`config.mk`:
```
export PLATFORM = sky130hd
export DESIGN_NAME = pmic_ctrl
export DESIGN_NICKNAME = d
export VERILOG_FILES = /design/src/core/pmic_pkg.sv /design/src/core/pmic_ctrl.sv /design/src/core/pmic_sticky_flags.sv /design/src/core/pmic_lock_release.sv
export VERILOG_INCLUDE_DIRS = /design/src /design/src/core
export SDC_FILE = /design/constraint.sdc
export NUM_CORES = 1
export LEC_CHECK = 0
export BUFFER_PORTS_ARGS = -buffer_cell sky130_fd_sc_hd__buf_2
export CAP_MARGIN = 0
export CORE_MARGIN = 4
export CORE_UTILIZATION = 59
export CTS_BUF_LIST = sky130_fd_sc_hd__clkbuf_4 sky130_fd_sc_hd__clkbuf_8
export CTS_CLUSTER_DIAMETER = 150
export CTS_CLUSTER_SIZE = 25
export DETAILED_ROUTE_END_ITERATION = 8
export GPL_TIMING_DRIVEN = 0
export PLACE_DENSITY = 0.84
export SLEW_MARGIN = 20
export SYNTH_ARGS = -nofsm -noshare
export SYNTH_HDL_FRONTEND = slang
export SYNTH_HIERARCHICAL = 1
export SYNTH_SLANG_ARGS = --single-unit
```
`constraint.sdc`:
```
create_clock -name clk -period 3.75 [get_ports clk]
set_clock_uncertainty 0.1 [all_clocks]
set_input_delay 0.1875 -clock clk [delete_from_list [all_inputs] [get_ports clk]]
set_output_delay 0.1875 -clock clk [all_outputs]
set_load 0.005 [all_outputs]
```
`src/core/pmic_defines.svh`:
```
// Offsets, field positions, reset values and widths of the power and monitor control registers.
`ifndef PMIC_DEFINES_SVH
`define PMIC_DEFINES_SVH

// ----------------------------------------------------------------------------
// Register offsets
// ----------------------------------------------------------------------------
`define PMIC_OFS_REF_DISABLE      16'h006d
`define PMIC_OFS_LOCK_DOUBLER     16'h006e
`define PMIC_OFS_OUTPUT_DISABLE   16'h006f
`define PMIC_OFS_LOOP_DISABLE     16'h0070
`define PMIC_OFS_LIMIT0_HIGH      16'h0071
`define PMIC_OFS_LIMIT0_MID       16'h0072
`define PMIC_OFS_LIMIT0_LOW       16'h0073
`define PMIC_OFS_LIMIT1_HIGH      16'h0074
`define PMIC_OFS_LIMIT1_MID       16'h0075
`define PMIC_OFS_LIMIT1_LOW       16'h0076
`define PMIC_OFS_RESERVED_A       16'h0077
`define PMIC_OFS_RESERVED_B       16'h0078
`define PMIC_OFS_IRQ_ENABLE       16'h0079
`define PMIC_OFS_STICKY_STATUS    16'h0200
`define PMIC_OFS_STICKY_RESERVED  16'h0201

// ----------------------------------------------------------------------------
// Field positions
// ----------------------------------------------------------------------------
`define PMIC_BIT_REF0_OFF         4
`define PMIC_BIT_REF1_OFF         5
`define PMIC_BIT_DOUBLER_BYPASS   0
`define PMIC_BIT_LOCK_SELECT      1
`define PMIC_BIT_OUTPUT0_OFF      2
`define PMIC_BIT_OUTPUT1_OFF      3
`define PMIC_BIT_OUTPUT2_OFF      4
`define PMIC_BIT_CAL_HOLD         1
`define PMIC_BIT_MOD_OFF          2
`define PMIC_BIT_DLOOP_OFF        3
`define PMIC_BIT_LIMIT_TOP        0
`define PMIC_BIT_REF0_EVT         0
`define PMIC_BIT_REF1_EVT         1
`define PMIC_BIT_HOLD_EVT         4
`define PMIC_BIT_UNLOCK_EVT       6

// ----------------------------------------------------------------------------
// Reset values and widths
// ----------------------------------------------------------------------------
`define PMIC_RST_CONTROL          1'b0
`define PMIC_RST_LIMIT            17'h1ffff
`define PMIC_LIMIT_W              17
`define PMIC_EVT_W                4

`endif

```
`src/core/pmic_pkg.sv`:
```
// Types shared by the power and monitor control register block.
package pmic_pkg;

   typedef logic [15:0]              pmic_addr_type;
   typedef logic [7:0]               pmic_data_type;
   typedef logic [16:0]              pmic_limit_type;

   // Register selected by an address; PMIC_SEL_NONE covers every unmapped address.
   typedef enum logic [3:0]
   {
      PMIC_SEL_NONE    = 4'b0000,
      PMIC_SEL_REF     = 4'b0001,
      PMIC_SEL_LOCK    = 4'b0010,
      PMIC_SEL_OUT     = 4'b0011,
      PMIC_SEL_LOOP    = 4'b0100,
      PMIC_SEL_L0_HIGH = 4'b0101,
      PMIC_SEL_L0_MID  = 4'b0110,
      PMIC_SEL_L0_LOW  = 4'b0111,
      PMIC_SEL_L1_HIGH = 4'b1000,
      PMIC_SEL_L1_MID  = 4'b1001,
      PMIC_SEL_L1_LOW  = 4'b1010,
      PMIC_SEL_RSVD    = 4'b1011,
      PMIC_SEL_IRQ_EN  = 4'b1100,
      PMIC_SEL_STATUS  = 4'b1101
   } pmic_sel_type;

endpackage

```
`src/core/pmic_ctrl.sv`:
```
// Power-down, input monitor and interrupt enable control registers with sticky status.
//
// Notes on behaviour
// - Per-input disable bit, zero keeps input enabled.
// - Lock mode selects unlock release: lock, or lock+stable.
// - Doubler bypass zero doubles crystal, one passes through.
// - Output disable bit shuts output, driver goes high-Z.
// - Digital loop disable bit stops the loop.
// - Modulator disable bit turns the modulator off.
// - Calibration hold bit keeps calibration disabled.
// - Per-input 17-bit missing-edge limit, resets to all ones.
// - Unlock enable passes unlock sticky flag to interrupt.
// - Holdover enable passes holdover sticky flag to interrupt.
// - Per-input enable passes missing-reference flag to interrupt.
// - Flags with enable zero never affect interrupt.
// - Status flags are sticky, cleared by writing one.
`timescale 1ns/100ps
`include "pmic_defines.svh"

module pmic_ctrl
(
   input  wire logic                    clk,
   input  wire logic                    rst_n,
   input  wire pmic_pkg::pmic_addr_type reg_addr,
   input  wire pmic_pkg::pmic_data_type reg_wdata,
   input  wire logic                    reg_wr,
   input  wire logic                    reg_rd,
   output pmic_pkg::pmic_data_type      reg_rdata,
   output logic                         reg_rvalid,
   input  wire logic                    pll_locked,
   input  wire logic                    outputs_stable,
   input  wire logic                    holdover_alarm,
   input  wire logic [1:0]              ref_missing_alarm,
   output logic [1:0]                   ref_input_off,
   output logic                         lock_release_select,
   output logic                         unlock_alarm,
   output logic                         xtal_doubler_bypass,
   output logic                         xtal_ref_doubled,
   output logic [2:0]                   output_off,
   output logic [2:0]                   output_drive_en,
   output logic                         digital_loop_off,
   output logic                         modulator_off,
   output logic                         calibration_hold,
   output pmic_pkg::pmic_limit_type     missing_ref_period_limit0,
   output pmic_pkg::pmic_limit_type     missing_ref_period_limit1,
   output logic                         irq_out_n
);
   import pmic_pkg::*;

   // ----------------------------------------------------------------------------
   // Address decode
   // ----------------------------------------------------------------------------

   // Shared by the write and the read paths so that both agree on the map.
   function automatic pmic_sel_type decode(input pmic_addr_type a);
      pmic_sel_type s;
      s = PMIC_SEL_NONE;
      unique case (a)
         `PMIC_OFS_REF_DISABLE:     s = PMIC_SEL_REF;
         `PMIC_OFS_LOCK_DOUBLER:    s = PMIC_SEL_LOCK;
         `PMIC_OFS_OUTPUT_DISABLE:  s = PMIC_SEL_OUT;
         `PMIC_OFS_LOOP_DISABLE:    s = PMIC_SEL_LOOP;
         `PMIC_OFS_LIMIT0_HIGH:     s = PMIC_SEL_L0_HIGH;
         `PMIC_OFS_LIMIT0_MID:      s = PMIC_SEL_L0_MID;
         `PMIC_OFS_LIMIT0_LOW:      s = PMIC_SEL_L0_LOW;
         `PMIC_OFS_LIMIT1_HIGH:     s = PMIC_SEL_L1_HIGH;
         `PMIC_OFS_LIMIT1_MID:      s = PMIC_SEL_L1_MID;
         `PMIC_OFS_LIMIT1_LOW:      s = PMIC_SEL_L1_LOW;
         `PMIC_OFS_RESERVED_A:      s = PMIC_SEL_RSVD;
         `PMIC_OFS_RESERVED_B:      s = PMIC_SEL_RSVD;
         `PMIC_OFS_STICKY_RESERVED: s = PMIC_SEL_RSVD;
         `PMIC_OFS_IRQ_ENABLE:      s = PMIC_SEL_IRQ_EN;
         `PMIC_OFS_STICKY_STATUS:   s = PMIC_SEL_STATUS;
         default:                   s = PMIC_SEL_NONE;
      endcase
      return s;
   endfunction

   pmic_sel_type wr_sel;
   pmic_sel_type rd_sel;

   // Write decode is qualified by the strobe so an idle bus selects nothing; read decode is not.
   assign wr_sel = reg_wr ? decode(reg_addr) : PMIC_SEL_NONE;
   assign rd_sel = decode(reg_addr);

   // ----------------------------------------------------------------------------
   // Control registers
   // ----------------------------------------------------------------------------

   logic [1:0]                ref_off_r;
   logic                      lock_sel_r;
   logic                      dbl_byp_r;
   logic [2:0]                out_off_r;
   logic                      dloop_off_r;
   logic                      mod_off_r;
   logic                      cal_hold_r;
   logic [`PMIC_LIMIT_W-1:0]  limit0_r;
   logic [`PMIC_LIMIT_W-1:0]  limit1_r;
   logic [`PMIC_EVT_W-1:0]    irq_en_r;

   // Input reference disables; reserved positions are dropped on write.
   always_ff @(posedge clk or negedge rst_n)
   begin
      if (!rst_n)
         ref_off_r <= {2{`PMIC_RST_CONTROL}};
      else if (wr_sel == PMIC_SEL_REF)
         ref_off_r <= {reg_wdata[`PMIC_BIT_REF1_OFF], reg_wdata[`PMIC_BIT_REF0_OFF]};
   end

   // Unlock release mode and crystal doubler bypass.
   always_ff @(posedge clk or negedge rst_n)
   begin
      if (!rst_n)
      begin
         lock_sel_r <= `PMIC_RST_CONTROL;
         dbl_byp_r  <= `PMIC_RST_CONTROL;
      end
      else if (wr_sel == PMIC_SEL_LOCK)
      begin
         lock_sel_r <= reg_wdata[`PMIC_BIT_LOCK_SELECT];
         dbl_byp_r  <= reg_wdata[`PMIC_BIT_DOUBLER_BYPASS];
      end
   end

   // Output disables for the three output pairs.
   always_ff @(posedge clk or negedge rst_n)
   begin
      if (!rst_n)
         out_off_r <= {3{`PMIC_RST_CONTROL}};
      else if (wr_sel == PMIC_SEL_OUT)
         out_off_r <= {reg_wdata[`PMIC_BIT_OUTPUT2_OFF],
                       reg_wdata[`PMIC_BIT_OUTPUT1_OFF],
                       reg_wdata[`PMIC_BIT_OUTPUT0_OFF]};
   end

   // Digital loop, modulator and calibration controls.
   always_ff @(posedge clk or negedge rst_n)
   begin
      if (!rst_n)
      begin
         dloop_off_r <= `PMIC_RST_CONTROL;
         mod_off_r   <= `PMIC_RST_CONTROL;
         cal_hold_r  <= `PMIC_RST_CONTROL;
      end
      else if (wr_sel == PMIC_SEL_LOOP)
      begin
         dloop_off_r <= reg_wdata[`PMIC_BIT_DLOOP_OFF];
         mod_off_r   <= reg_wdata[`PMIC_BIT_MOD_OFF];
         cal_hold_r  <= reg_wdata[`PMIC_BIT_CAL_HOLD];
      end
   end

   // Missing-reference limits; each byte of the 17-bit value is written on its own.
   // The limit takes effect byte by byte, so a monitor may briefly see a mixed value.
   always_ff @(posedge clk or negedge rst_n)
   begin
      if (!rst_n)
      begin
         limit0_r <= `PMIC_RST_LIMIT;
         limit1_r <= `PMIC_RST_LIMIT;
      end
      else
      begin
         unique case (wr_sel)
            PMIC_SEL_L0_HIGH: limit0_r[16]   <= reg_wdata[`PMIC_BIT_LIMIT_TOP];
            PMIC_SEL_L0_MID:  limit0_r[15:8] <= reg_wdata;
            PMIC_SEL_L0_LOW:  limit0_r[7:0]  <= reg_wdata;
            PMIC_SEL_L1_HIGH: limit1_r[16]   <= reg_wdata[`PMIC_BIT_LIMIT_TOP];
            PMIC_SEL_L1_MID:  limit1_r[15:8] <= reg_wdata;
            PMIC_SEL_L1_LOW:  limit1_r[7:0]  <= reg_wdata;
            default:          limit0_r       <= limit0_r;
         endcase
      end
   end

   // Interrupt enables, ordered unlock, holdover, reference 1, reference 0.
   always_ff @(posedge clk or negedge rst_n)
   begin
      if (!rst_n)
         irq_en_r <= {`PMIC_EVT_W{`PMIC_RST_CONTROL}};
      else if (wr_sel == PMIC_SEL_IRQ_EN)
         irq_en_r <= {reg_wdata[`PMIC_BIT_UNLOCK_EVT], reg_wdata[`PMIC_BIT_HOLD_EVT],
                      reg_wdata[`PMIC_BIT_REF1_EVT], reg_wdata[`PMIC_BIT_REF0_EVT]};
   end

   // ----------------------------------------------------------------------------
   // Alarms, sticky status and interrupt
   // ----------------------------------------------------------------------------

   logic [`PMIC_EVT_W-1:0] evt_set;
   logic [`PMIC_EVT_W-1:0] evt_clr;
   logic [`PMIC_EVT_W-1:0] sticky;
   logic                   irq_n_r;

   pmic_lock_release u_lock_release
   (
      .clk            (clk),
      .rst_n          (rst_n),
      .release_select (lock_sel_r),
      .pll_locked     (pll_locked),
      .outputs_stable (outputs_stable),
      .unlock_alarm   (unlock_alarm)
   );

   // Alarm levels set their flags every cycle they are present.
   assign evt_set = {unlock_alarm, holdover_alarm, ref_missing_alarm};
   assign evt_clr = (wr_sel == PMIC_SEL_STATUS) ?
                    {reg_wdata[`PMIC_BIT_UNLOCK_EVT], reg_wdata[`PMIC_BIT_HOLD_EVT],
                     reg_wdata[`PMIC_BIT_REF1_EVT], reg_wdata[`PMIC_BIT_REF0_EVT]} : '0;

   pmic_sticky_flags #(.W(`PMIC_EVT_W)) u_sticky
   (
      .clk      (clk),
      .rst_n    (rst_n),
      .set_evt  (evt_set),
      .clr_mask (evt_clr),
      .flags    (sticky)
   );

   // Registered so the pin never glitches on a decode race.
   always_ff @(posedge clk or negedge rst_n)
   begin
      if (!rst_n)
         irq_n_r <= 1'b1;
      else
         irq_n_r <= ~|(sticky & irq_en_r);
   end

   // ----------------------------------------------------------------------------
   // Read path
   // ----------------------------------------------------------------------------

   pmic_data_type rd_mux;
   pmic_data_type rdata_r;
   logic          rvalid_r;

   // Reserved and unmapped positions read as zero.
   always_comb
   begin
      rd_mux = 8'h00;
      unique case (rd_sel)
         PMIC_SEL_REF:
         begin
            rd_mux[`PMIC_BIT_REF1_OFF] = ref_off_r[1];
            rd_mux[`PMIC_BIT_REF0_OFF] = ref_off_r[0];
         end
         PMIC_SEL_LOCK:
         begin
            rd_mux[`PMIC_BIT_LOCK_SELECT]   = lock_sel_r;
            rd_mux[`PMIC_BIT_DOUBLER_BYPASS] = dbl_byp_r;
         end
         PMIC_SEL_OUT:
         begin
            rd_mux[`PMIC_BIT_OUTPUT2_OFF] = out_off_r[2];
            rd_mux[`PMIC_BIT_OUTPUT1_OFF] = out_off_r[1];
            rd_mux[`PMIC_BIT_OUTPUT0_OFF] = out_off_r[0];
         end
         PMIC_SEL_LOOP:
         begin
            rd_mux[`PMIC_BIT_DLOOP_OFF] = dloop_off_r;
            rd_mux[`PMIC_BIT_MOD_OFF]   = mod_off_r;
            rd_mux[`PMIC_BIT_CAL_HOLD]  = cal_hold_r;
         end
         PMIC_SEL_L0_HIGH: rd_mux[`PMIC_BIT_LIMIT_TOP] = limit0_r[16];
         PMIC_SEL_L0_MID:  rd_mux = limit0_r[15:8];
         PMIC_SEL_L0_LOW:  rd_mux = limit0_r[7:0];
         PMIC_SEL_L1_HIGH: rd_mux[`PMIC_BIT_LIMIT_TOP] = limit1_r[16];
         PMIC_SEL_L1_MID:  rd_mux = limit1_r[15:8];
         PMIC_SEL_L1_LOW:  rd_mux = limit1_r[7:0];
         PMIC_SEL_IRQ_EN:
         begin
            rd_mux[`PMIC_BIT_UNLOCK_EVT] = irq_en_r[3];
            rd_mux[`PMIC_BIT_HOLD_EVT]   = irq_en_r[2];
            rd_mux[`PMIC_BIT_REF1_EVT]   = irq_en_r[1];
            rd_mux[`PMIC_BIT_REF0_EVT]   = irq_en_r[0];
         end
         PMIC_SEL_STATUS:
         begin
            rd_mux[`PMIC_BIT_UNLOCK_EVT] = sticky[3];
            rd_mux[`PMIC_BIT_HOLD_EVT]   = sticky[2];
            rd_mux[`PMIC_BIT_REF1_EVT]   = sticky[1];
            rd_mux[`PMIC_BIT_REF0_EVT]   = sticky[0];
         end
         PMIC_SEL_RSVD:    rd_mux = 8'h00;
         PMIC_SEL_NONE:    rd_mux = 8'h00;
      endcase
   end

   // Read data is captured at the edge that samples the strobe and held until the next read.
   always_ff @(posedge clk or negedge rst_n)
   begin
      if (!rst_n)
         rdata_r <= 8'h00;
      else if (reg_rd)
         rdata_r <= rd_mux;
   end

   always_ff @(posedge clk or negedge rst_n)
   begin
      if (!rst_n)
         rvalid_r <= 1'b0;
      else
         rvalid_r <= reg_rd;
   end

   // ----------------------------------------------------------------------------
   // Outputs
   // ----------------------------------------------------------------------------

   assign reg_rdata                 = rdata_r;
   assign reg_rvalid                = rvalid_r;
   assign ref_input_off             = ref_off_r;
   assign lock_release_select       = lock_sel_r;
   assign xtal_doubler_bypass       = dbl_byp_r;
   assign xtal_ref_doubled          = ~dbl_byp_r;
   assign output_off                = out_off_r;
   assign output_drive_en           = ~out_off_r;
   assign digital_loop_off          = dloop_off_r;
   assign modulator_off             = mod_off_r;
   assign calibration_hold          = cal_hold_r;
   assign missing_ref_period_limit0 = limit0_r;
   assign missing_ref_period_limit1 = limit1_r;
   assign irq_out_n                 = irq_n_r;
endmodule

```
`src/core/pmic_sticky_flags.sv`:
```
// Sticky event flags, set by hardware and cleared by writing one.
`timescale 1ns/100ps

module pmic_sticky_flags
#(
   parameter int W = 4
)
(
   input  wire logic          clk,
   input  wire logic          rst_n,
   input  wire logic [W-1:0]  set_evt,
   input  wire logic [W-1:0]  clr_mask,
   output logic [W-1:0]       flags
);

   logic [W-1:0] flags_r;

   // A set in the same cycle as its clear wins, so no event is ever lost.
   always_ff @(posedge clk or negedge rst_n)
   begin
      if (!rst_n)
         flags_r <= '0;
      else
         flags_r <= (flags_r & ~clr_mask) | set_evt;
   end

   assign flags = flags_r;

endmodule

```
`src/core/pmic_lock_release.sv`:
```
// Loss-of-lock alarm qualifier with selectable release condition.
`timescale 1ns/100ps

module pmic_lock_release
(
   input  wire logic  clk,
   input  wire logic  rst_n,
   input  wire logic  release_select,
   input  wire logic  pll_locked,
   input  wire logic  outputs_stable,
   output logic       unlock_alarm
);

   logic unlock_r;

   // Starts in alarm: the loop is not known to be locked coming out of reset.
   always_ff @(posedge clk or negedge rst_n)
   begin
      if (!rst_n)
         unlock_r <= 1'b1;
      else if (release_select)
         unlock_r <= ~(pll_locked & outputs_stable);
      else
         unlock_r <= ~pll_locked;
   end

   assign unlock_alarm = unlock_r;

endmodule

```
Word level (Yosys, flattened, before mapping):

Index checks and enable logic that the tools add are counted.

* flip-flop bits (word level): 63
* bits of input ports: 33
* logic and storage cells: 81
* output and inout port bits: 59

* reduce and logical (&&, ||, !) cells: 3
* mux-type cells: 11
* bitwise gates (word level): 9
* eq/ne operators: 39

Operators by type and width (number)
* 16-bit by 7-bit equality test with 1-bit output (second input constant): 13
* 4-bit case mux with 13 select lines: 1
* 4-bit equality test (second input constant): 10
* 16-bit by 10-bit equality test with 1-bit output (second input constant): 2
* 4-bit by 3-bit equality test with 1-bit output (second input constant): 8
* 4-bit by 2-bit equality test with 1-bit output (second input constant): 4
* 1-bit case mux with 8 select lines: 2
* 2-bit case mux with 6 select lines: 1
* 1-bit case mux with 9 select lines: 1
* 4-bit bitwise AND: 2
* 4-bit by 1-bit equality test with 1-bit output (second input constant): 2
* 4-bit 2-to-1 mux: 2
* 1-bit case mux with 6 select lines: 1
* 1-bit case mux with 5 select lines: 1
* 4-bit inverter: 1
* 4-bit bitwise OR: 1
* 1-bit case mux with 4 select lines: 1
* 4-bit OR reduction: 1
* 1-bit inverter: 3
* 3-bit inverter: 1
* 3-bit OR reduction: 1
* 1-bit bitwise AND: 1
* 1-bit logical NOT: 1
* 1-bit 2-to-1 mux: 1

Depth between registers and ports, before layout:

* depth in word-level cells: 9
* gate-level depth with buffers: 10
* depth with buffers taken out: 8

Cells and area by module:

Netlist, hierarchy kept.

By module, submodules not included
* pmic_ctrl: area each 3213.1 um^2, times used 1, cells each 295
* pmic_sticky_flags: area each 145.1 um^2, times used 1, cells each 12
* pmic_lock_release: area each 38.8 um^2, times used 1, cells each 3

Worst setup path after synthesis:

Ideal clock, no wire load.

* path type: input port to flip-flop
* start: in reg_addr[13]
* end: reg limit1_r[10], in the netlist missing_ref_period_limit1[10]
* slack: 1.061 ns
* stages on the path: 7
* data required time: 3.568 ns
* arrival time: 2.507 ns
* cells stage by stage: or4_4 > buf_6 > or4b_4 > a2111oi_4 > and2_1 > buf_6 > mux2_4

* word-level cells in the longest chain between the ends: 5
* elaborated cells between the ends (all ways): 19
* classes of those cells: 16 x eq/ne; 2 x mux; 1 x reduce/logical

Ends and longest elaborated chain
* from (decl): RTL line pmic_ctrl.sv:24 `input wire pmic_pkg::pmic_addr_type reg_addr,`
* 16-bit by 10-bit equality test with 1-bit output / 16-bit by 7-bit equality test with 1-bit output (equally long branches): RTL line pmic_ctrl.sv:58 `unique case (a)`
* 3-bit OR reduction (no line)
* 4-bit case mux with 13 select lines (*): RTL line pmic_ctrl.sv:58
* 4-bit 2-to-1 mux (*): RTL line pmic_ctrl.sv:83 `assign wr_sel = reg_wr ? decode(reg_addr) : PMIC_SEL_NONE;`
* 4-bit equality test (*): RTL line pmic_ctrl.sv:164 `unique case (wr_sel)`
* to (signal assigned): RTL line pmic_ctrl.sv:160 `` limit1_r <= `PMIC_RST_LIMIT; ``
* to (signal assigned): RTL line pmic_ctrl.sv:169 `PMIC_SEL_L1_MID: limit1_r[15:8] <= reg_wdata;`
* to (decl): RTL line pmic_ctrl.sv:98 `` logic [`PMIC_LIMIT_W-1:0] limit1_r; ``

Every way passes the cells marked *; elsewhere a longest branch is shown, timed or not.
A chain may end at the register's enable or synchronous reset.

Final worst setup path:

* start: in reg_addr[7]
* end: reg limit0_r[5], in the netlist missing_ref_period_limit0[5]

* word-level cells in the longest chain between the ends: 5
* elaborated cells between the ends (all ways): 19
* classes of those cells: 16 x eq/ne; 2 x mux; 1 x reduce/logical

Ends and longest elaborated chain
* 16-bit by 10-bit equality test with 1-bit output / 16-bit by 7-bit equality test with 1-bit output (equally long branches): RTL line pmic_ctrl.sv:58
* 3-bit OR reduction (no line)
* 4-bit case mux with 13 select lines (*): RTL line pmic_ctrl.sv:58
* 4-bit 2-to-1 mux (*): RTL line pmic_ctrl.sv:83
* 4-bit by 3-bit equality test with 1-bit output (*): RTL line pmic_ctrl.sv:164
* to (signal assigned): RTL line pmic_ctrl.sv:159 `` limit0_r <= `PMIC_RST_LIMIT; ``
* to (signal assigned): RTL line pmic_ctrl.sv:167 `PMIC_SEL_L0_LOW: limit0_r[7:0] <= reg_wdata;`
* to (signal assigned): RTL line pmic_ctrl.sv:171 `default: limit0_r <= limit0_r;`
* to (decl): RTL line pmic_ctrl.sv:97 `` logic [`PMIC_LIMIT_W-1:0] limit0_r; ``

Marked as above.

==> impl_metrics.toml <==
[drt]
avgViaCountPerCell = 6.30
ant_nets = 0
drc = 0
drtIter0Drc = 254
vias = 3132
wl_per_cell_um = 20.1
drt_wl_total_um = 9990
first_pass_iters = 8

[grt]
grt_pass1_wl_um = 16600
grt_pass1_vias = 3131
grt_max_degree = 64
gr-usage-all-layers_pct = 29.8
grt_antenna_before_repair = 0
gr-total-overflow = 0

[timing]
worst_slack_ns = 0.749
rsz0062_at_grt = "no"
timing.fmax_mhz = 333
setup_violations = 0
finalCriticalPeriod_ns = 3.00
slew_headroom_pct = 22.4
worst_pin_slew_ns = 1.15
hold_slack_ns = 0.0241
layout_worst_path_cycle_share_pct = 80.0
hold_viol = 0
tns_ns = 0
slew_viol_final = 0

[power_and_ir_drop]
vdd_drop_max_v = 0.000332
power_density_mw_per_mm2 = 344
p_leak_nw = 1.87
power_mw = 1.46

[floorplan]
rows = 27
core_mm2 = 0.00554
start_util_pct = 61.3
dieHeight_um = 83.9
dieWidth_um = 83.9
io_pins = 92
die-area_mm2 = 0.00704

[final_layout]
nets = 453
fill_cells = 359
area_growth_pct = 25.1
diodes = 0
drive_gt1_share_pct = 47.8
fin_cells = 497

[place]
dp_slack_ns = 0.493
dp_hpwl_um = 7130
dp_cells = 474
port_buffers = 91
gp_routability_congestion = 0.969

[critical_path]
cp-start-kind = "input pin"
path_class = "in -> reg"
cp-end-kind = "register"
cp.required_ns = 3.93
path_max_fanout = 9
crit_arrival_ns = 3.18

[yosys]
ys_types = 51
synth_top_area_share_pct = 27.8
synth-async-reset-ratio_pct = 100
yosys_warnings = 6
seq_area_frac_synth_pct = 47.7
synth_seq_cells = 63
synth_fp_nets = 343
syn_avg_cell_area_um2 = 11.0
synthCells = 310
synth_edf_count = 0
synth_top_area_cell = "dfstp_2"
ys.flop_type = "dfstp_2"
synth_area_mm2 = 0.00340
synth.area.top_cells = "dfstp_2, dfrtp_1, mux2_2"

[clock_tree]
cts_tree = "built"
h-tree-depth = 3
clock-sinks = 63
root_buffer = "clkbuf_8"
insertion_delay_ns = 0.35
clk_path_buf_depth = 2
numCtsBuffers = 9
cts_setup_buffers = 0
clkTransAtPathRegs_ns = 0.07
cts.repair.resized = 0
hold_buffers = 7

[min_path]
hold_path_class = "in -> reg"

[run]
max_cap_viol_count = 0

[status]
outcome = "finished, final reports clean"
## sequential cells by signal, summed over array words and instances (netlist names)
| signal | cells |
|---|---|
| modulator_off | 1 |
| u_lock_release/unlock_alarm | 1 |
| irq_out_n | 1 |
| u_sticky/flags | 4 |
| missing_ref_period_limit0 | 17 |
| xtal_doubler_bypass | 1 |
| digital_loop_off | 1 |
| missing_ref_period_limit1 | 17 |
| irq_en_r | 4 |
| reg_rvalid | 1 |
| output_off | 3 |
| lock_release_select | 1 |
| calibration_hold | 1 |
| reg_rdata | 8 |
| ref_input_off | 2 |
## area by class of cell
class / instances / area, um^2 / share of cell area (%)
Buffer: 16 / 75.1 / 1.77
Clock buffer: 11 / 139 / 3.27
Clock inverter: 5 / 82.6 / 1.94
Inverter: 12 / 45.0 / 1.06
Multi-Input combinational cell: 219 / 1660 / 39.1
Sequential cell: 63 / 1620 / 38.2
Tap cell: 72 / 90.1 / 2.12
Timing Repair Buffer: 99 / 536 / 12.6
## cells by family after synthesis
| family | synth area share, % |
|---|---|
| AOI/OAI and AO/OA | 14.1 |
| DFF | 47.7 |
| and+or+nand+nor | 17.8 |
| buffers and inverters | 3.54 |
| muxes | 16.8 |
## cells in the final DEF, fill, tap and decap left out, types with 3 or more instances in the layout
cell / n
o22ai_1: 4
nand3_1: 11
buf_2: 90
clkbuf_8: 9
nand4_1: 3
mux2_2: 40
and2_1: 9
or4_1: 3
dfrtp_1: 27
a21o_1: 4
and3_1: 10
nand2_1: 20
mux2_4: 8
nor3_1: 4
a21boi_0: 8
o211ai_1: 3
dfstp_2: 36
nor2_1: 12
a21oi_1: 6
inv_1: 12
nor2b_1: 4
o21ai_0: 11
nor4_1: 8
a31oi_1: 9
clkbuf_1: 14
a22oi_1: 5
dlygate4sd3_1: 7
## synth_stat cells (5+ instances only)
library cell,instances
a31oi_1,9
nor2_1,12
inv_1,12
a22oi_1,5
and3_1,10
o21ai_0,11
and2_1,9
dfstp_2,36
nor4_1,9
dfrtp_1,27
mux2_4,8
clkbuf_1,14
nand2_1,20
a21boi_0,8
a21oi_1,6
nand3_1,11
mux2_2,40
## report_power, final
part / leakage, nW / switching (mW) / total [mW] / internal [mW]
combinational: 1.04 / 0.0677 / 0.108 / 0.0405
clock: 0.114 / 0.272 / 0.662 / 0.390
sequential: 0.715 / 0.00472 / 0.693 / 0.689
## worst paths after layout
path	start	end	slack (ns)	depth (start not counted)
max	reg_addr[7]	missing_ref_period_limit0[5]	0.75	8
min in group asynchronous	rst_n	reg_rdata[3]	0.35	2
min reg2reg	irq_en_r[2]	irq_out_n	0.35	1
min	reg_wdata[7]	missing_ref_period_limit1[15]	0.02	2
max in group asynchronous	rst_n	u_sticky/flags[0]	2.68	2
max reg2reg	missing_ref_period_limit0[16]	reg_rdata[0]	2.27	6
## layer usage
layer / share of wire, % / up-vias / track usage, %
li1: - / 1388 / -
met1: 40 / 1529 / 38.3
met3: 8.4 / 37 / 4.84
met2: 48 / 178 / 48.7
met4: 3.8 / 0 / 15.1
met5: 0 / - / 0
## worst max-delay path, stage by stage
cell and delay [ns]:
buf_2 0.10, or4_1 0.52, clkbuf_1 0.21, nor4b_1 0.61, nand2b_1 0.13, clkbuf_1 0.26
a211oi_2 0.73, mux2_2 0.42
## through the flow
stage / utilization [%] / cell area (um^2)
after floorplan: - / 3400
after detailed placement: 71.5 / 3960
after CTS: 76.7 / 4250
final: 76.7 / 4250
after global routing: 76.7 / 4250
after global placement: 71.2 / 3940
No activity file was read; power rests on OpenSTA's default activity.
